`config.mk`:
```
export PLATFORM = sky130hd
export DESIGN_NAME = clh_top
export DESIGN_NICKNAME = d
export VERILOG_FILES = /design/src/include/clh_pkg.sv /design/src/include/clh_sync_if.sv /design/src/rtl/clh_top.sv /design/src/rtl/clh_sync.sv
export SDC_FILE = /design/constraint.sdc
export NUM_CORES = 1
export LEC_CHECK = 0
export BUFFER_PORTS_ARGS = -buffer_cell sky130_fd_sc_hd__buf_2
export CORE_MARGIN = 4
export CORE_UTILIZATION = 35
export DETAILED_ROUTE_END_ITERATION = 8
export HOLD_SLACK_MARGIN = 0.05
export PLACE_DENSITY_LB_ADDON = 0.25
export SYNTH_ARGS = -nofsm -noshare
export SYNTH_HDL_FRONTEND = slang
export SYNTH_SLANG_ARGS = --single-unit
export TNS_END_PERCENT = 20
```
`constraint.sdc`:
```
create_clock -name clk_i -period 3.7 [get_ports clk_i]
set_clock_uncertainty 0.05 [all_clocks]
set_input_delay 0.37 -clock clk_i [delete_from_list [all_inputs] [get_ports clk_i]]
set_output_delay 0.37 -clock clk_i [all_outputs]
set_load 0.01 [all_outputs]
```
`src/include/clh_pkg.sv`:
```
// Purpose: Shared constants and types of the character LCD host port.
// Assumes: System clock of 125 MHz; internal oscillator of 270 kHz.
// Notes:   Times are kept in their own unit; cycle counts derive from them, save CLEAR_TICKS, given in ticks.
package clh_pkg;

    // ------------------------------------------------------------------
    // Clocking and timing
    // ------------------------------------------------------------------
    localparam int unsigned CLK_HZ      = 125_000_000;
    localparam int unsigned OSC_HZ      = 270_000;
    localparam int unsigned OSC_DIV     = (CLK_HZ + OSC_HZ / 2) / OSC_HZ;
    localparam int unsigned EXEC_US     = 37;
    localparam int unsigned EXEC_TICKS  =
        (EXEC_US * OSC_HZ + 999_999) / 1_000_000;
    localparam int unsigned CLEAR_TICKS = 410;

    // Frame rates in millihertz, and the oscillator ticks of one common row.
    localparam int unsigned FRAME_MHZ_D8  = 84_300;
    localparam int unsigned FRAME_MHZ_D11 = 61_400;
    localparam int unsigned FRAME_MHZ_D16 = 84_300;
    localparam int unsigned ROWS_D8       = 8;
    localparam int unsigned ROWS_D11      = 11;
    localparam int unsigned ROWS_D16      = 16;
    localparam int unsigned ROW_TICKS_D8  =
        (OSC_HZ * 1000 + FRAME_MHZ_D8 * ROWS_D8 / 2) / (FRAME_MHZ_D8 * ROWS_D8);
    localparam int unsigned ROW_TICKS_D11 =
        (OSC_HZ * 1000 + FRAME_MHZ_D11 * ROWS_D11 / 2)
        / (FRAME_MHZ_D11 * ROWS_D11);
    localparam int unsigned ROW_TICKS_D16 =
        (OSC_HZ * 1000 + FRAME_MHZ_D16 * ROWS_D16 / 2)
        / (FRAME_MHZ_D16 * ROWS_D16);

    // ------------------------------------------------------------------
    // Register map
    // ------------------------------------------------------------------
    localparam logic [7:0]  REG_CTRL_OFS   = 8'h00;
    localparam logic [7:0]  REG_STATUS_OFS = 8'h04;
    localparam logic [31:0] CTRL_RESET_VAL = 32'h0000_0001;
    localparam int unsigned CTRL_EN_BIT    = 0;
    localparam int unsigned ST_AC_LSB      = 0;
    localparam int unsigned ST_BUSY_BIT    = 7;
    localparam int unsigned ST_FOUR_BIT    = 8;
    localparam int unsigned ST_LINES_BIT   = 9;
    localparam int unsigned ST_FONT_BIT    = 10;
    localparam int unsigned ST_DISP_BIT    = 11;
    localparam int unsigned ST_INIT_LSB    = 16;

    // ------------------------------------------------------------------
    // Instruction codes
    // ------------------------------------------------------------------
    localparam logic [7:0] CMD_CLEAR     = 8'h01;
    localparam logic [2:0] CMD_FUNC_TOP  = 3'h1;
    localparam logic [4:0] CMD_DISP_TOP  = 5'h01;
    localparam logic [5:0] CMD_SHIFT_TOP = 6'h01;
    localparam logic [3:0] IFACE_NIBBLE  = 4'h3;

    typedef enum logic [2:0] {
        CLH_POWERUP = 3'h0,
        CLH_FIRST   = 3'h1,
        CLH_SECOND  = 3'h3,
        CLH_READY   = 3'h2,
        CLH_LOCKED  = 3'h6
    } clh_init_e;

endpackage

```
`src/include/clh_sync_if.sv`:
```
// Purpose: Carries raw pin levels to the synchroniser and back.
// Assumes: One clock domain on the synchronised side.
// Notes:   None.
`timescale 1ns/1ps
interface clh_sync_if #(
    parameter int WIDTH = 11
);
    logic [WIDTH-1:0] raw;
    logic [WIDTH-1:0] sync;
    modport src (output raw, input sync);
    modport snk (input raw, output sync);
endinterface

```
`src/rtl/clh_top.sv`:
```
// Purpose: Host port, initialisation tracking and panel timing of an LCD
//          character controller, with a Wishbone status and control slave.
// Assumes: Host pins are asynchronous; 125 MHz clock; synchronous reset.
// Notes:   No summary of operation is given.
`timescale 1ns/1ps
module clh_top
    import clh_pkg::*;
#(
    parameter int unsigned OSC_DIV_P = OSC_DIV
) (
    input  wire logic        clk_i,
    input  wire logic        rst_i,
    input  wire logic [7:0]  wb_adr_i,
    input  wire logic [31:0] wb_dat_i,
    output logic      [31:0] wb_dat_o,
    input  wire logic        wb_we_i,
    input  wire logic [3:0]  wb_sel_i,
    input  wire logic        wb_cyc_i,
    input  wire logic        wb_stb_i,
    output logic             wb_ack_o,
    input  wire logic        enable_strobe_i,
    input  wire logic        register_select_i,
    input  wire logic        read_write_i,
    input  wire logic [7:0]  host_data_lines_i,
    output logic      [7:0]  host_data_lines_o,
    output logic             host_data_lines_oe_o,
    output logic      [15:0] common_drive_o,
    output logic      [39:0] segment_drive_o,
    output logic             frame_alternation_o,
    output logic             latch_pulse_o
);
    // ------------------------------------------------------------------
    // Pin synchronisation
    // ------------------------------------------------------------------
    clh_sync_if #(.WIDTH(11)) sif ();
    assign sif.raw = {enable_strobe_i, register_select_i, read_write_i,
                      host_data_lines_i};
    clh_sync #(.WIDTH(11)) u_sync (
        .clk_i (clk_i),
        .rst_i (rst_i),
        .port  (sif.snk)
    );
    logic       e_s, rs_s, rw_s;
    logic [7:0] d_s;
    assign {e_s, rs_s, rw_s, d_s} = sif.sync;

    // ------------------------------------------------------------------
    // Host port state
    // ------------------------------------------------------------------
    clh_init_e  init_reg, init_next;
    logic       e_d_reg, e_d_next;
    logic       four_reg, four_next, phase_reg, phase_next;
    logic [3:0] hi_reg, hi_next;
    logic [7:0] hold_reg, hold_next, out_reg, out_next;
    logic [7:0] data_reg, data_next;
    logic [6:0] ac_reg, ac_next;
    logic       inc_reg, inc_next, disp_reg, disp_next;
    logic       lines_reg, lines_next, font_reg, font_next;
    logic [8:0] busy_cnt_reg, busy_cnt_next;
    logic [8:0] osc_cnt_reg, osc_cnt_next;
    logic [31:0] ctrl_reg, ctrl_next;
    logic       busy, osc_tick, port_en, e_rise, e_fall, complete;
    logic [7:0] byte_in, rd_byte;
    logic [6:0] ac_step;

    assign busy     = (busy_cnt_reg != 9'h000);
    assign osc_tick = (osc_cnt_reg == 9'(OSC_DIV_P - 1));
    assign port_en  = ctrl_reg[CTRL_EN_BIT];
    assign e_rise   = e_s & ~e_d_reg & port_en;
    assign e_fall   = ~e_s & e_d_reg & port_en;
    assign complete = ~four_reg | phase_reg;
    assign byte_in  = four_reg ? {hi_reg, d_s[7:4]} : d_s;
    assign ac_step  = inc_reg ? ac_reg + 7'h01 : ac_reg - 7'h01;
    assign rd_byte  = rs_s ? data_reg : {busy, ac_reg};

    always_comb begin
        init_next     = init_reg;
        e_d_next      = e_s;
        four_next     = four_reg;
        phase_next    = phase_reg;
        hi_next       = hi_reg;
        hold_next     = hold_reg;
        out_next      = out_reg;
        data_next     = data_reg;
        ac_next       = ac_reg;
        inc_next      = inc_reg;
        disp_next     = disp_reg;
        lines_next    = lines_reg;
        font_next     = font_reg;
        osc_cnt_next  = osc_tick ? 9'h000 : osc_cnt_reg + 9'h001;
        busy_cnt_next = (busy && osc_tick) ? busy_cnt_reg - 9'h001
                                           : busy_cnt_reg;
        if (e_rise && rw_s) begin
            if (!four_reg) begin
                out_next = rd_byte;
            end else if (!phase_reg) begin
                hold_next = rd_byte;
                out_next  = {rd_byte[7:4], 4'h0};
            end else begin
                out_next  = {hold_reg[3:0], 4'h0};
            end
        end
        if (e_fall) begin
            if (four_reg) begin
                phase_next = ~phase_reg;
                if (!phase_reg) begin
                    hi_next = d_s[7:4];
                end
            end
            if (complete && rw_s) begin
                if (rs_s) begin
                    ac_next = ac_step;
                end
            end else if (complete && !busy) begin
                if (rs_s) begin
                    data_next = byte_in;
                    ac_next   = ac_step;
                end else begin
                    busy_cnt_next = 9'(EXEC_TICKS);
                    if (byte_in == CMD_CLEAR) begin
                        ac_next       = 7'h00;
                        busy_cnt_next = 9'(CLEAR_TICKS);
                    end else if (byte_in[7]) begin
                        ac_next = byte_in[6:0];
                    end else if (byte_in[7:5] == CMD_FUNC_TOP) begin
                        case (init_reg)
                            CLH_POWERUP, CLH_FIRST, CLH_SECOND: begin
                                four_next = 1'b0;
                                if (byte_in[7:4] == IFACE_NIBBLE) begin
                                    init_next = (init_reg == CLH_POWERUP)
                                        ? CLH_FIRST
                                        : (init_reg == CLH_FIRST)
                                        ? CLH_SECOND : CLH_READY;
                                end
                            end
                            CLH_READY: begin
                                four_next = ~byte_in[4];
                                if (four_reg || byte_in[4]) begin
                                    lines_next = byte_in[3];
                                    font_next  = byte_in[2];
                                    init_next  = CLH_LOCKED;
                                end
                            end
                            CLH_LOCKED: begin
                                four_next = ~byte_in[4];
                            end
                            default: begin
                                init_next = CLH_POWERUP;
                            end
                        endcase
                        if (four_next != four_reg) begin
                            phase_next = 1'b0;
                        end
                    end else if (byte_in[7:3] == CMD_DISP_TOP) begin
                        disp_next = byte_in[2];
                    end else if (byte_in[7:2] == CMD_SHIFT_TOP) begin
                        inc_next = byte_in[1];
                    end
                end
            end
        end
    end

    always_ff @(posedge clk_i) begin
        if (rst_i) begin
            init_reg     <= CLH_POWERUP;
            e_d_reg      <= 1'b0;
            four_reg     <= 1'b0;
            phase_reg    <= 1'b0;
            hi_reg       <= 4'h0;
            hold_reg     <= 8'h00;
            out_reg      <= 8'h00;
            data_reg     <= 8'h00;
            ac_reg       <= 7'h00;
            inc_reg      <= 1'b1;
            disp_reg     <= 1'b0;
            lines_reg    <= 1'b0;
            font_reg     <= 1'b0;
            busy_cnt_reg <= 9'h000;
            osc_cnt_reg  <= 9'h000;
        end else begin
            init_reg     <= init_next;
            e_d_reg      <= e_d_next;
            four_reg     <= four_next;
            phase_reg    <= phase_next;
            hi_reg       <= hi_next;
            hold_reg     <= hold_next;
            out_reg      <= out_next;
            data_reg     <= data_next;
            ac_reg       <= ac_next;
            inc_reg      <= inc_next;
            disp_reg     <= disp_next;
            lines_reg    <= lines_next;
            font_reg     <= font_next;
            busy_cnt_reg <= busy_cnt_next;
            osc_cnt_reg  <= osc_cnt_next;
        end
    end

    assign host_data_lines_o    = out_reg;
    assign host_data_lines_oe_o = e_s & e_d_reg & rw_s & port_en;

    // ------------------------------------------------------------------
    // Panel timing
    // ------------------------------------------------------------------
    logic [8:0]  rtick_reg, rtick_next, row_ticks;
    logic [3:0]  row_reg, row_next, rows_m1;
    logic        falt_reg, falt_next, latch_reg, latch_next;
    logic [15:0] com_reg, com_next;
    logic [39:0] seg_reg, seg_next;

    always_comb begin
        row_ticks  = lines_reg ? 9'(ROW_TICKS_D16)
                   : font_reg  ? 9'(ROW_TICKS_D11) : 9'(ROW_TICKS_D8);
        rows_m1    = lines_reg ? 4'(ROWS_D16 - 1)
                   : font_reg  ? 4'(ROWS_D11 - 1) : 4'(ROWS_D8 - 1);
        rtick_next = rtick_reg;
        row_next   = row_reg;
        falt_next  = falt_reg;
        latch_next = 1'b0;
        if (osc_tick) begin
            if (rtick_reg >= row_ticks - 9'h001) begin
                rtick_next = 9'h000;
                latch_next = 1'b1;
                if (row_reg >= rows_m1) begin
                    row_next  = 4'h0;
                    falt_next = ~falt_reg;
                end else begin
                    row_next = row_reg + 4'h1;
                end
            end else begin
                rtick_next = rtick_reg + 9'h001;
            end
        end
        // Restart the row when the duty is latched, so the count fits it.
        if (init_next == CLH_LOCKED && init_reg != CLH_LOCKED) begin
            rtick_next = 9'h000;
            row_next   = 4'h0;
        end
        com_next = 16'h0001 << row_next;
        seg_next = (disp_reg ? {5{data_reg}} : 40'h00_0000_0000)
                 ^ {40{falt_next}};
    end

    always_ff @(posedge clk_i) begin
        if (rst_i) begin
            rtick_reg <= 9'h000;
            row_reg   <= 4'h0;
            falt_reg  <= 1'b0;
            latch_reg <= 1'b0;
            com_reg   <= 16'h0001;
            seg_reg   <= 40'h00_0000_0000;
        end else begin
            rtick_reg <= rtick_next;
            row_reg   <= row_next;
            falt_reg  <= falt_next;
            latch_reg <= latch_next;
            com_reg   <= com_next;
            seg_reg   <= seg_next;
        end
    end

    assign common_drive_o      = com_reg;
    assign segment_drive_o     = seg_reg;
    assign frame_alternation_o = falt_reg;
    assign latch_pulse_o       = latch_reg;

    // ------------------------------------------------------------------
    // Wishbone slave
    // ------------------------------------------------------------------
    logic        ack_reg, ack_next;
    logic [31:0] rdat_reg, rdat_next, status;

    always_comb begin
        status = 32'h0000_0000;
        status[ST_AC_LSB +: 7]   = ac_reg;
        status[ST_BUSY_BIT]      = busy;
        status[ST_FOUR_BIT]      = four_reg;
        status[ST_LINES_BIT]     = lines_reg;
        status[ST_FONT_BIT]      = font_reg;
        status[ST_DISP_BIT]      = disp_reg;
        status[ST_INIT_LSB +: 3] = init_reg;
        ack_next  = wb_cyc_i & wb_stb_i & ~ack_reg;
        ctrl_next = ctrl_reg;
        rdat_next = rdat_reg;
        if (ack_next) begin
            rdat_next = 32'h0000_0000;
            if (wb_adr_i == REG_CTRL_OFS) begin
                rdat_next = ctrl_reg;
                if (wb_we_i && wb_sel_i[0]) begin
                    ctrl_next[0] = wb_dat_i[CTRL_EN_BIT];
                end
            end else if (wb_adr_i == REG_STATUS_OFS) begin
                rdat_next = status;
            end
        end
    end

    always_ff @(posedge clk_i) begin
        if (rst_i) begin
            ack_reg  <= 1'b0;
            ctrl_reg <= CTRL_RESET_VAL;
            rdat_reg <= 32'h0000_0000;
        end else begin
            ack_reg  <= ack_next;
            ctrl_reg <= ctrl_next;
            rdat_reg <= rdat_next;
        end
    end

    assign wb_ack_o = ack_reg;
    assign wb_dat_o = rdat_reg;
endmodule

```
`src/rtl/clh_sync.sv`:
```
// Purpose: Two-flop synchroniser for asynchronous host pins.
// Assumes: Synchronous active-high reset.
// Notes:   The first stage feeds only the second stage.
`timescale 1ns/1ps
module clh_sync #(
    parameter int WIDTH = 11
) (
    input  wire logic   clk_i,
    input  wire logic   rst_i,
    clh_sync_if.snk     port
);
    logic [WIDTH-1:0] meta_reg;
    logic [WIDTH-1:0] meta_next;
    logic [WIDTH-1:0] sync_reg;
    logic [WIDTH-1:0] sync_next;

    always_comb begin
        meta_next = port.raw;
        sync_next = meta_reg;
    end

    always_ff @(posedge clk_i) begin
        if (rst_i) begin
            meta_reg <= '0;
            sync_reg <= '0;
        end else begin
            meta_reg <= meta_next;
            sync_reg <= sync_next;
        end
    end

    assign port.sync = sync_reg;
endmodule

```
* After elaboration in Yosys (flattened, before gate mapping) *
Index checks and enable logic that the tools add are counted.

word-level totals
  word-level logic and storage cells = 163
  input port bits = 60
  bits in registers = 186

cells by class
  reductions and logical operators = 27
  muxes and demuxes = 60
  shift operators = 1
  equal/unequal tests = 15
  bitwise logic cells = 25
  $add $sub $neg = 7
  order comparisons = 2

operators with widths
  operator                                                               count
  9-bit two-way mux                                                      8
  7-bit two-way mux                                                      7
  40-bit two-way mux                                                     1
  40-bit bitwise XOR                                                     1
  19-bit two-way mux                                                     2
  8-bit two-way mux                                                      4
  3-bit two-way mux                                                      9
  4-bit two-way mux                                                      6
  1-bit two-way mux                                                      20
  9-bit by 1-bit adder with 9-bit output, second input constant          2
  9-bit AND reduction                                                    2
  9-bit by 1-bit subtractor with 9-bit output, second input constant     2
  1-bit by 4-bit << shifter with 16-bit output, first input constant     1
  1-bit inverter                                                         14
  1-bit AND                                                              9
  9-bit equality test, second input constant                             1
  9-bit greater-or-equal comparator                                      1
  3-bit one-hot mux with 3 select lines                                  1
  3-bit AND reduction                                                    3
  9-bit nonzero test                                                     1
  8-bit by 1-bit equality test with 1-bit output, second input constant  1
  8-bit by 3-bit equality test with 1-bit output, second input constant  1
  8-bit zero test                                                        1
  4-bit AND reduction                                                    2
  other kinds (26)                                                       37

* Logic depth before layout (Yosys ltp) *
  depth after elaboration = 18
  depth in mapped cells = 10

* By module *
Synthesis repeated with hierarchy kept, for this count alone.

unflattened totals
  cell total of the unflattened synthesis = 719
  area total of the unflattened synthesis = 6,616.3 µm²

by module, submodules not included
  module    cells an instance  times used  sequential area each (µm²)  area an instance (µm²)
  clh_top   673                1           2,302.2                     5,975.7
  clh_sync  46                 1           440.4                       640.6

* Worst setup path after synthesis *
OpenSTA, ideal clock, no wires.

  kind = reg2reg
  start point = reg phase_reg
  end point = reg com_reg[14] (netlist: common_drive_o[14])
  clock period less this slack = 2,384 ps
  arrival = 2,200 ps
  data required time = 3,516 ps
  cell stages (with the launch flop) = 10
  setup slack = 1,316 ps
  library setup time = 134 ps
  buffers on the path = 2
  cells stage by stage = dfxtp_1 inv_1 ha_1 nand4bb_1 or2_2 nor4_1 a21o_1 clkbuf_1 buf_2 nor4_1

between the ends
  longest elaborated chain between the ends = 9
  elaborated cells on any way between the ends = 10

RTL lines
  what                                              RTL line        RTL
  start: declaration                                clh_top.sv:52   logic four_reg, four_next, phase_reg, phase_next;
  start signal: assignment                          clh_top.sv:185  phase_reg <= phase_next;
  1-bit bitwise OR (*)                              clh_top.sv:71   assign complete = ~four_reg | phase_reg;
  1-bit logical AND                                 clh_top.sv:114  end else if (complete && !busy) begin
  3-bit two-way mux                                 clh_top.sv:114
  3-bit two-way mux (*)                             clh_top.sv:110  if (complete && rw_s) begin
  3-bit two-way mux (*)                             clh_top.sv:103  if (e_fall) begin
  3-bit equality test (*)                           clh_top.sv:236  if (init_next == CLH_LOCKED && init_reg != CLH_LOCKED) begin
  1-bit logical AND (*)                             clh_top.sv:236
  4-bit two-way mux (*)                             clh_top.sv:236
  1-bit by 4-bit << shifter with 16-bit output (*)  clh_top.sv:240  com_next = 16'h0001 << row_next;
  end signal: assignment                            clh_top.sv:258  com_reg <= com_next;
  end: declaration                                  clh_top.sv:209  logic [15:0] com_reg, com_next;

Mark *: on every way between the ends. The rest lies on a longest branch, timed or not.
A chain may end at the register's enable or synchronous reset.

* Worst setup path in the final report *
  start point = reg four_reg
  end point = reg row_reg[3]

between the ends
  longest elaborated chain between the ends = 14
  elaborated cells on any way between the ends = 22

RTL lines
  what                                                                                RTL line                        RTL
  start: declaration                                                                  clh_top.sv:52
  start signal: assignment                                                            clh_top.sv:184                  four_reg <= four_next;
  8-bit two-way mux                                                                   clh_top.sv:72                   assign byte_in = four_reg ? {hi_reg, d_s[7:4]} : d_s;
  4-bit by 2-bit equality test with 1-bit output or 1-bit logical OR (tied branches)  clh_top.sv:129, clh_top.sv:138
  3-bit two-way mux (on tied branches)                                                clh_top.sv:129, clh_top.sv:138
  3-bit one-hot mux with 3 select lines                                               clh_top.sv:126                  case (init_reg)
  3-bit two-way mux                                                                   clh_top.sv:125                  end else if (byte_in[7:5] == CMD_FUNC_TOP) begin
  3-bit two-way mux                                                                   clh_top.sv:123                  end else if (byte_in[7]) begin
  3-bit two-way mux                                                                   clh_top.sv:120                  if (byte_in == CMD_CLEAR) begin
  3-bit two-way mux                                                                   clh_top.sv:115                  if (rs_s) begin
  3-bit two-way mux                                                                   clh_top.sv:114
  3-bit two-way mux (*)                                                               clh_top.sv:110
  3-bit two-way mux (*)                                                               clh_top.sv:103
  3-bit equality test (*)                                                             clh_top.sv:236
  1-bit logical AND (*)                                                               clh_top.sv:236
  4-bit two-way mux (*)                                                               clh_top.sv:236
  end signal: assignment                                                              clh_top.sv:255                  row_reg <= row_next;
  end: declaration                                                                    clh_top.sv:207                  logic [3:0] row_reg, row_next, rows_m1;

Marks and branches as above.

==> flow_summary.yaml <==
run_status:
  status: "finished, final reports clean"
cts:
  post_cts_resized: 0
  cts_made_buffers: 17
  cts_tree: "yes"
  cts.sinks: 137
  hold_buffers: 0
  clock_latency_ns: 0.42
  postCtsSetupBuffers: 0
  htreeDepth: 4
  cts-root-buf: "clkbuf_16"
  clk_pin_slew_worst_paths_ns: 0.06
  clockBufferDepth: 2
global_routing:
  grt_max_degree: 61
  grt_pass1_vias: 4882
  grt_overflow: 0
  grt_pass1_wl_mm: 25.47
  grt_antenna_before_repair: 0
  grt_use_total_pct: 14.72
cells_and_area:
  drive_gt1_share_pct: 20.25
  diodes: 0
  largest_reg_flops: 16
  syn_to_final_growth_pct: 15.52
  fillerInstances: 1789
  fin_nets: 880
worst_setup_path:
  crit_path_frequent_cell: "buf_4"
  path_class: "register to register"
  cp.required_ns: 3.95
  path_max_fanout: 19
  reg2reg_slack_ns: 0.88
  critPathArrivalTime_ns: 3.07
  crit_chain: "buf_4 > nor3b_1 > a22oi_1 > nor4_1 > a21o_1 > buf_4 > nor2_1"
  crit_path_start_kind: "register"
  end_kind: "register"
  crit_slowest_cell: "nor4_1"
  cp_slowest_stage_delay_ns: 0.52
floorplan:
  ios: 160
  initial_core_util_pct: 36.04
  rows: 49
  die_h_um: 144.9
  coreArea_mm2: 0.01821
  die_w_um: 144.9
  dieArea_mm2: 0.02100
timing:
  min_period_over_period_pct: 76.25
  final_max_slew_viol_count: 0
  fmax_ghz: 0.3545
  period_needed_ns: 2.821
  worst_pin_slew_ns: 0.7075
  hold_viol_final: 0
  rsz0062_at_grt: "no"
  fin_setup_tns_ns: 0
  slew_headroom_pct: 52.58
  setup_violations: 0
  hold_ws_ns: 0.1076
drt:
  routed_wl_mm: 15.28
  ant_nets: 0
  drt_pass1_iterations: 4
  wl_per_cell_um: 14.63
  vias_per_cell: 4.947
  drtIter0Drc: 249
  vias: 5165
  drcViolationCount: 0
synth:
  netlist_instances: 732
  post-synth-top-area-cell: "dfxtp_1"
  ys_seq_area_share_pct: 41.79
  synth_edf_count: 0
  synth_flop_cell: "dfxtp_1"
  syn_avg_cell_area_um2: 8.965
  synth_top_area_share_pct: 41.79
  synth.area.top_cells: "dfxtp_1 (42%), nor2_1 (6.6%), buf_4 (5.6%), mux2i_1 (4.0%), a21oi_1 (3.3%)"
  synthArstFlopShare_pct: 0
  synth_cell_types: 61
  ys_seq_elements: 137
  synthesis.area_mm2: 0.006563
  yosys_warnings: 0
power_and_ir_drop:
  ir_drop_mv: 0.3297
  powerDensity_mw_per_mm2: 437.8
  leakagePower_uw: 0.003259
hold_path:
  min_path_type: "input port to register"
flow_run:
  maxCapViolCount: 0
placed_design:
  place_hpwl_mm: 11.05
  io_buffers: 108
  place.gp.congestion: 0.8119
==> cells by family (layout without fill, tap and decap cells) <==
| family | Yosys count | in the layout | share of synthesized area (%) |
|---|---|---|---|
| flops | 137 | 137 | 41.79 |
| mux | 33 | 33 | 5.167 |
| fa+ha+maj | 18 | 18 | 3.546 |
| compound gates | 127 | 127 | 12.98 |
| xor+xnor | 30 | 30 | 5.834 |
| buf+inv | 96 | 163 | 8.713 |
| other cells | 1 | 17 | 0.05714 |
| simple gates | 290 | 290 | 21.91 |
==> final cells by class <==
type                    instances  area [µm²]  area share (%)
multi-input cells             515        3308           43.64
flip-flops and latches        137        2743           36.18
repair buffers                117       610.6           8.054
clock buffers                  23       457.9           6.041
well taps                     229       286.5           3.780
clock inverters                 9       122.6           1.617
inverters                      14       52.55          0.6932
==> synthesized netlist by cell type (3+ instances only) <==
master and instances:
nor2_1 115, nor4_1 14, mux2_2 7, dfxtp_1 137
a211oi_1 14, nor3_1 24, a22oi_1 16, or2_2 3
buf_4 49, xor2_1 8, nand4b_1 3, inv_1 14
and4_1 3, a211o_1 3, buf_2 3, o211ai_1 6
nand3_1 16, nand3b_1 6, a21oi_1 43, clkbuf_1 26
a31oi_1 4, mux2i_1 26, xor3_1 8, or3_1 8
o21ai_0 18, xnor2_1 14, nor2b_1 27, nand2_1 41
a21o_1 6, nand4_1 7, ha_1 17, and3_1 6
==> critical path: cells and delay by family (launching register included) <==
family,cells,cell delay [ns]
AOI/OAI and AO/OA,2,0.63
and+or+nand+nor,3,0.96
DFF,1,0.51
buffers and inverters,2,0.54
==> stage by stage <==
step	instance area, µm²	std cells	setup slack [ns]	power, µW	util, %
finish	7581	1044	0.8789	3319	41.63
CTS	7581	1044	0.8914	3362	41.63
detailed placement	7000	1012	0.9139	1665	38.45
global route	7581	1044	0.6089	3447	41.63
floorplan	6623	748	1.316	1633	-
global placement	7000	1012	0.9120	1664	38.45
==> report_power, final <==
group | total, µW | switching, µW | internal (µW)
clock | 1690 | 615 | 1070
combinational | 126 | 80.2 | 46.1
sequential | 1510 | 14.0 | 1490
==> layout by cell type (no fill, tap or decap), types with 16 or more instances in the layout <==
cell type  Yosys  routed
nor2b_1       27      27
nand3_1       16      16
a21oi_1       43      43
o21ai_0       18      18
buf_2          3     107
a22oi_1       16      16
ha_1          17      17
clkbuf_16      0      17
nor2_1       115     115
nor3_1        24      24
nand2_1       41      41
conb_1         1      17
mux2i_1       26      26
dfxtp_1      137     137
==> per-layer routing <==
metal	vias to the layer above	routed length, µm	share of wire (%)	global-route usage [%]
li1	2632	-	-	-
met1	2387	7290	48	19.37
met2	129	7034	46	23.52
met3	17	764	5.0	3.960
met4	0	184	1.2	5.036
met5	-	0	0	0
==> final timing paths <==
check / start / end / cells past startpoint
hold / removal: read_write_i / u_sync.meta_reg[8] / 2
hold reg to reg: u_sync.meta_reg[1] / u_sync.port.sync[1] / 1
setup / recovery: four_reg / row_reg[3] / 7
setup reg to reg: four_reg / row_reg[3] / 7
Power figures use the tool's default switching activity.
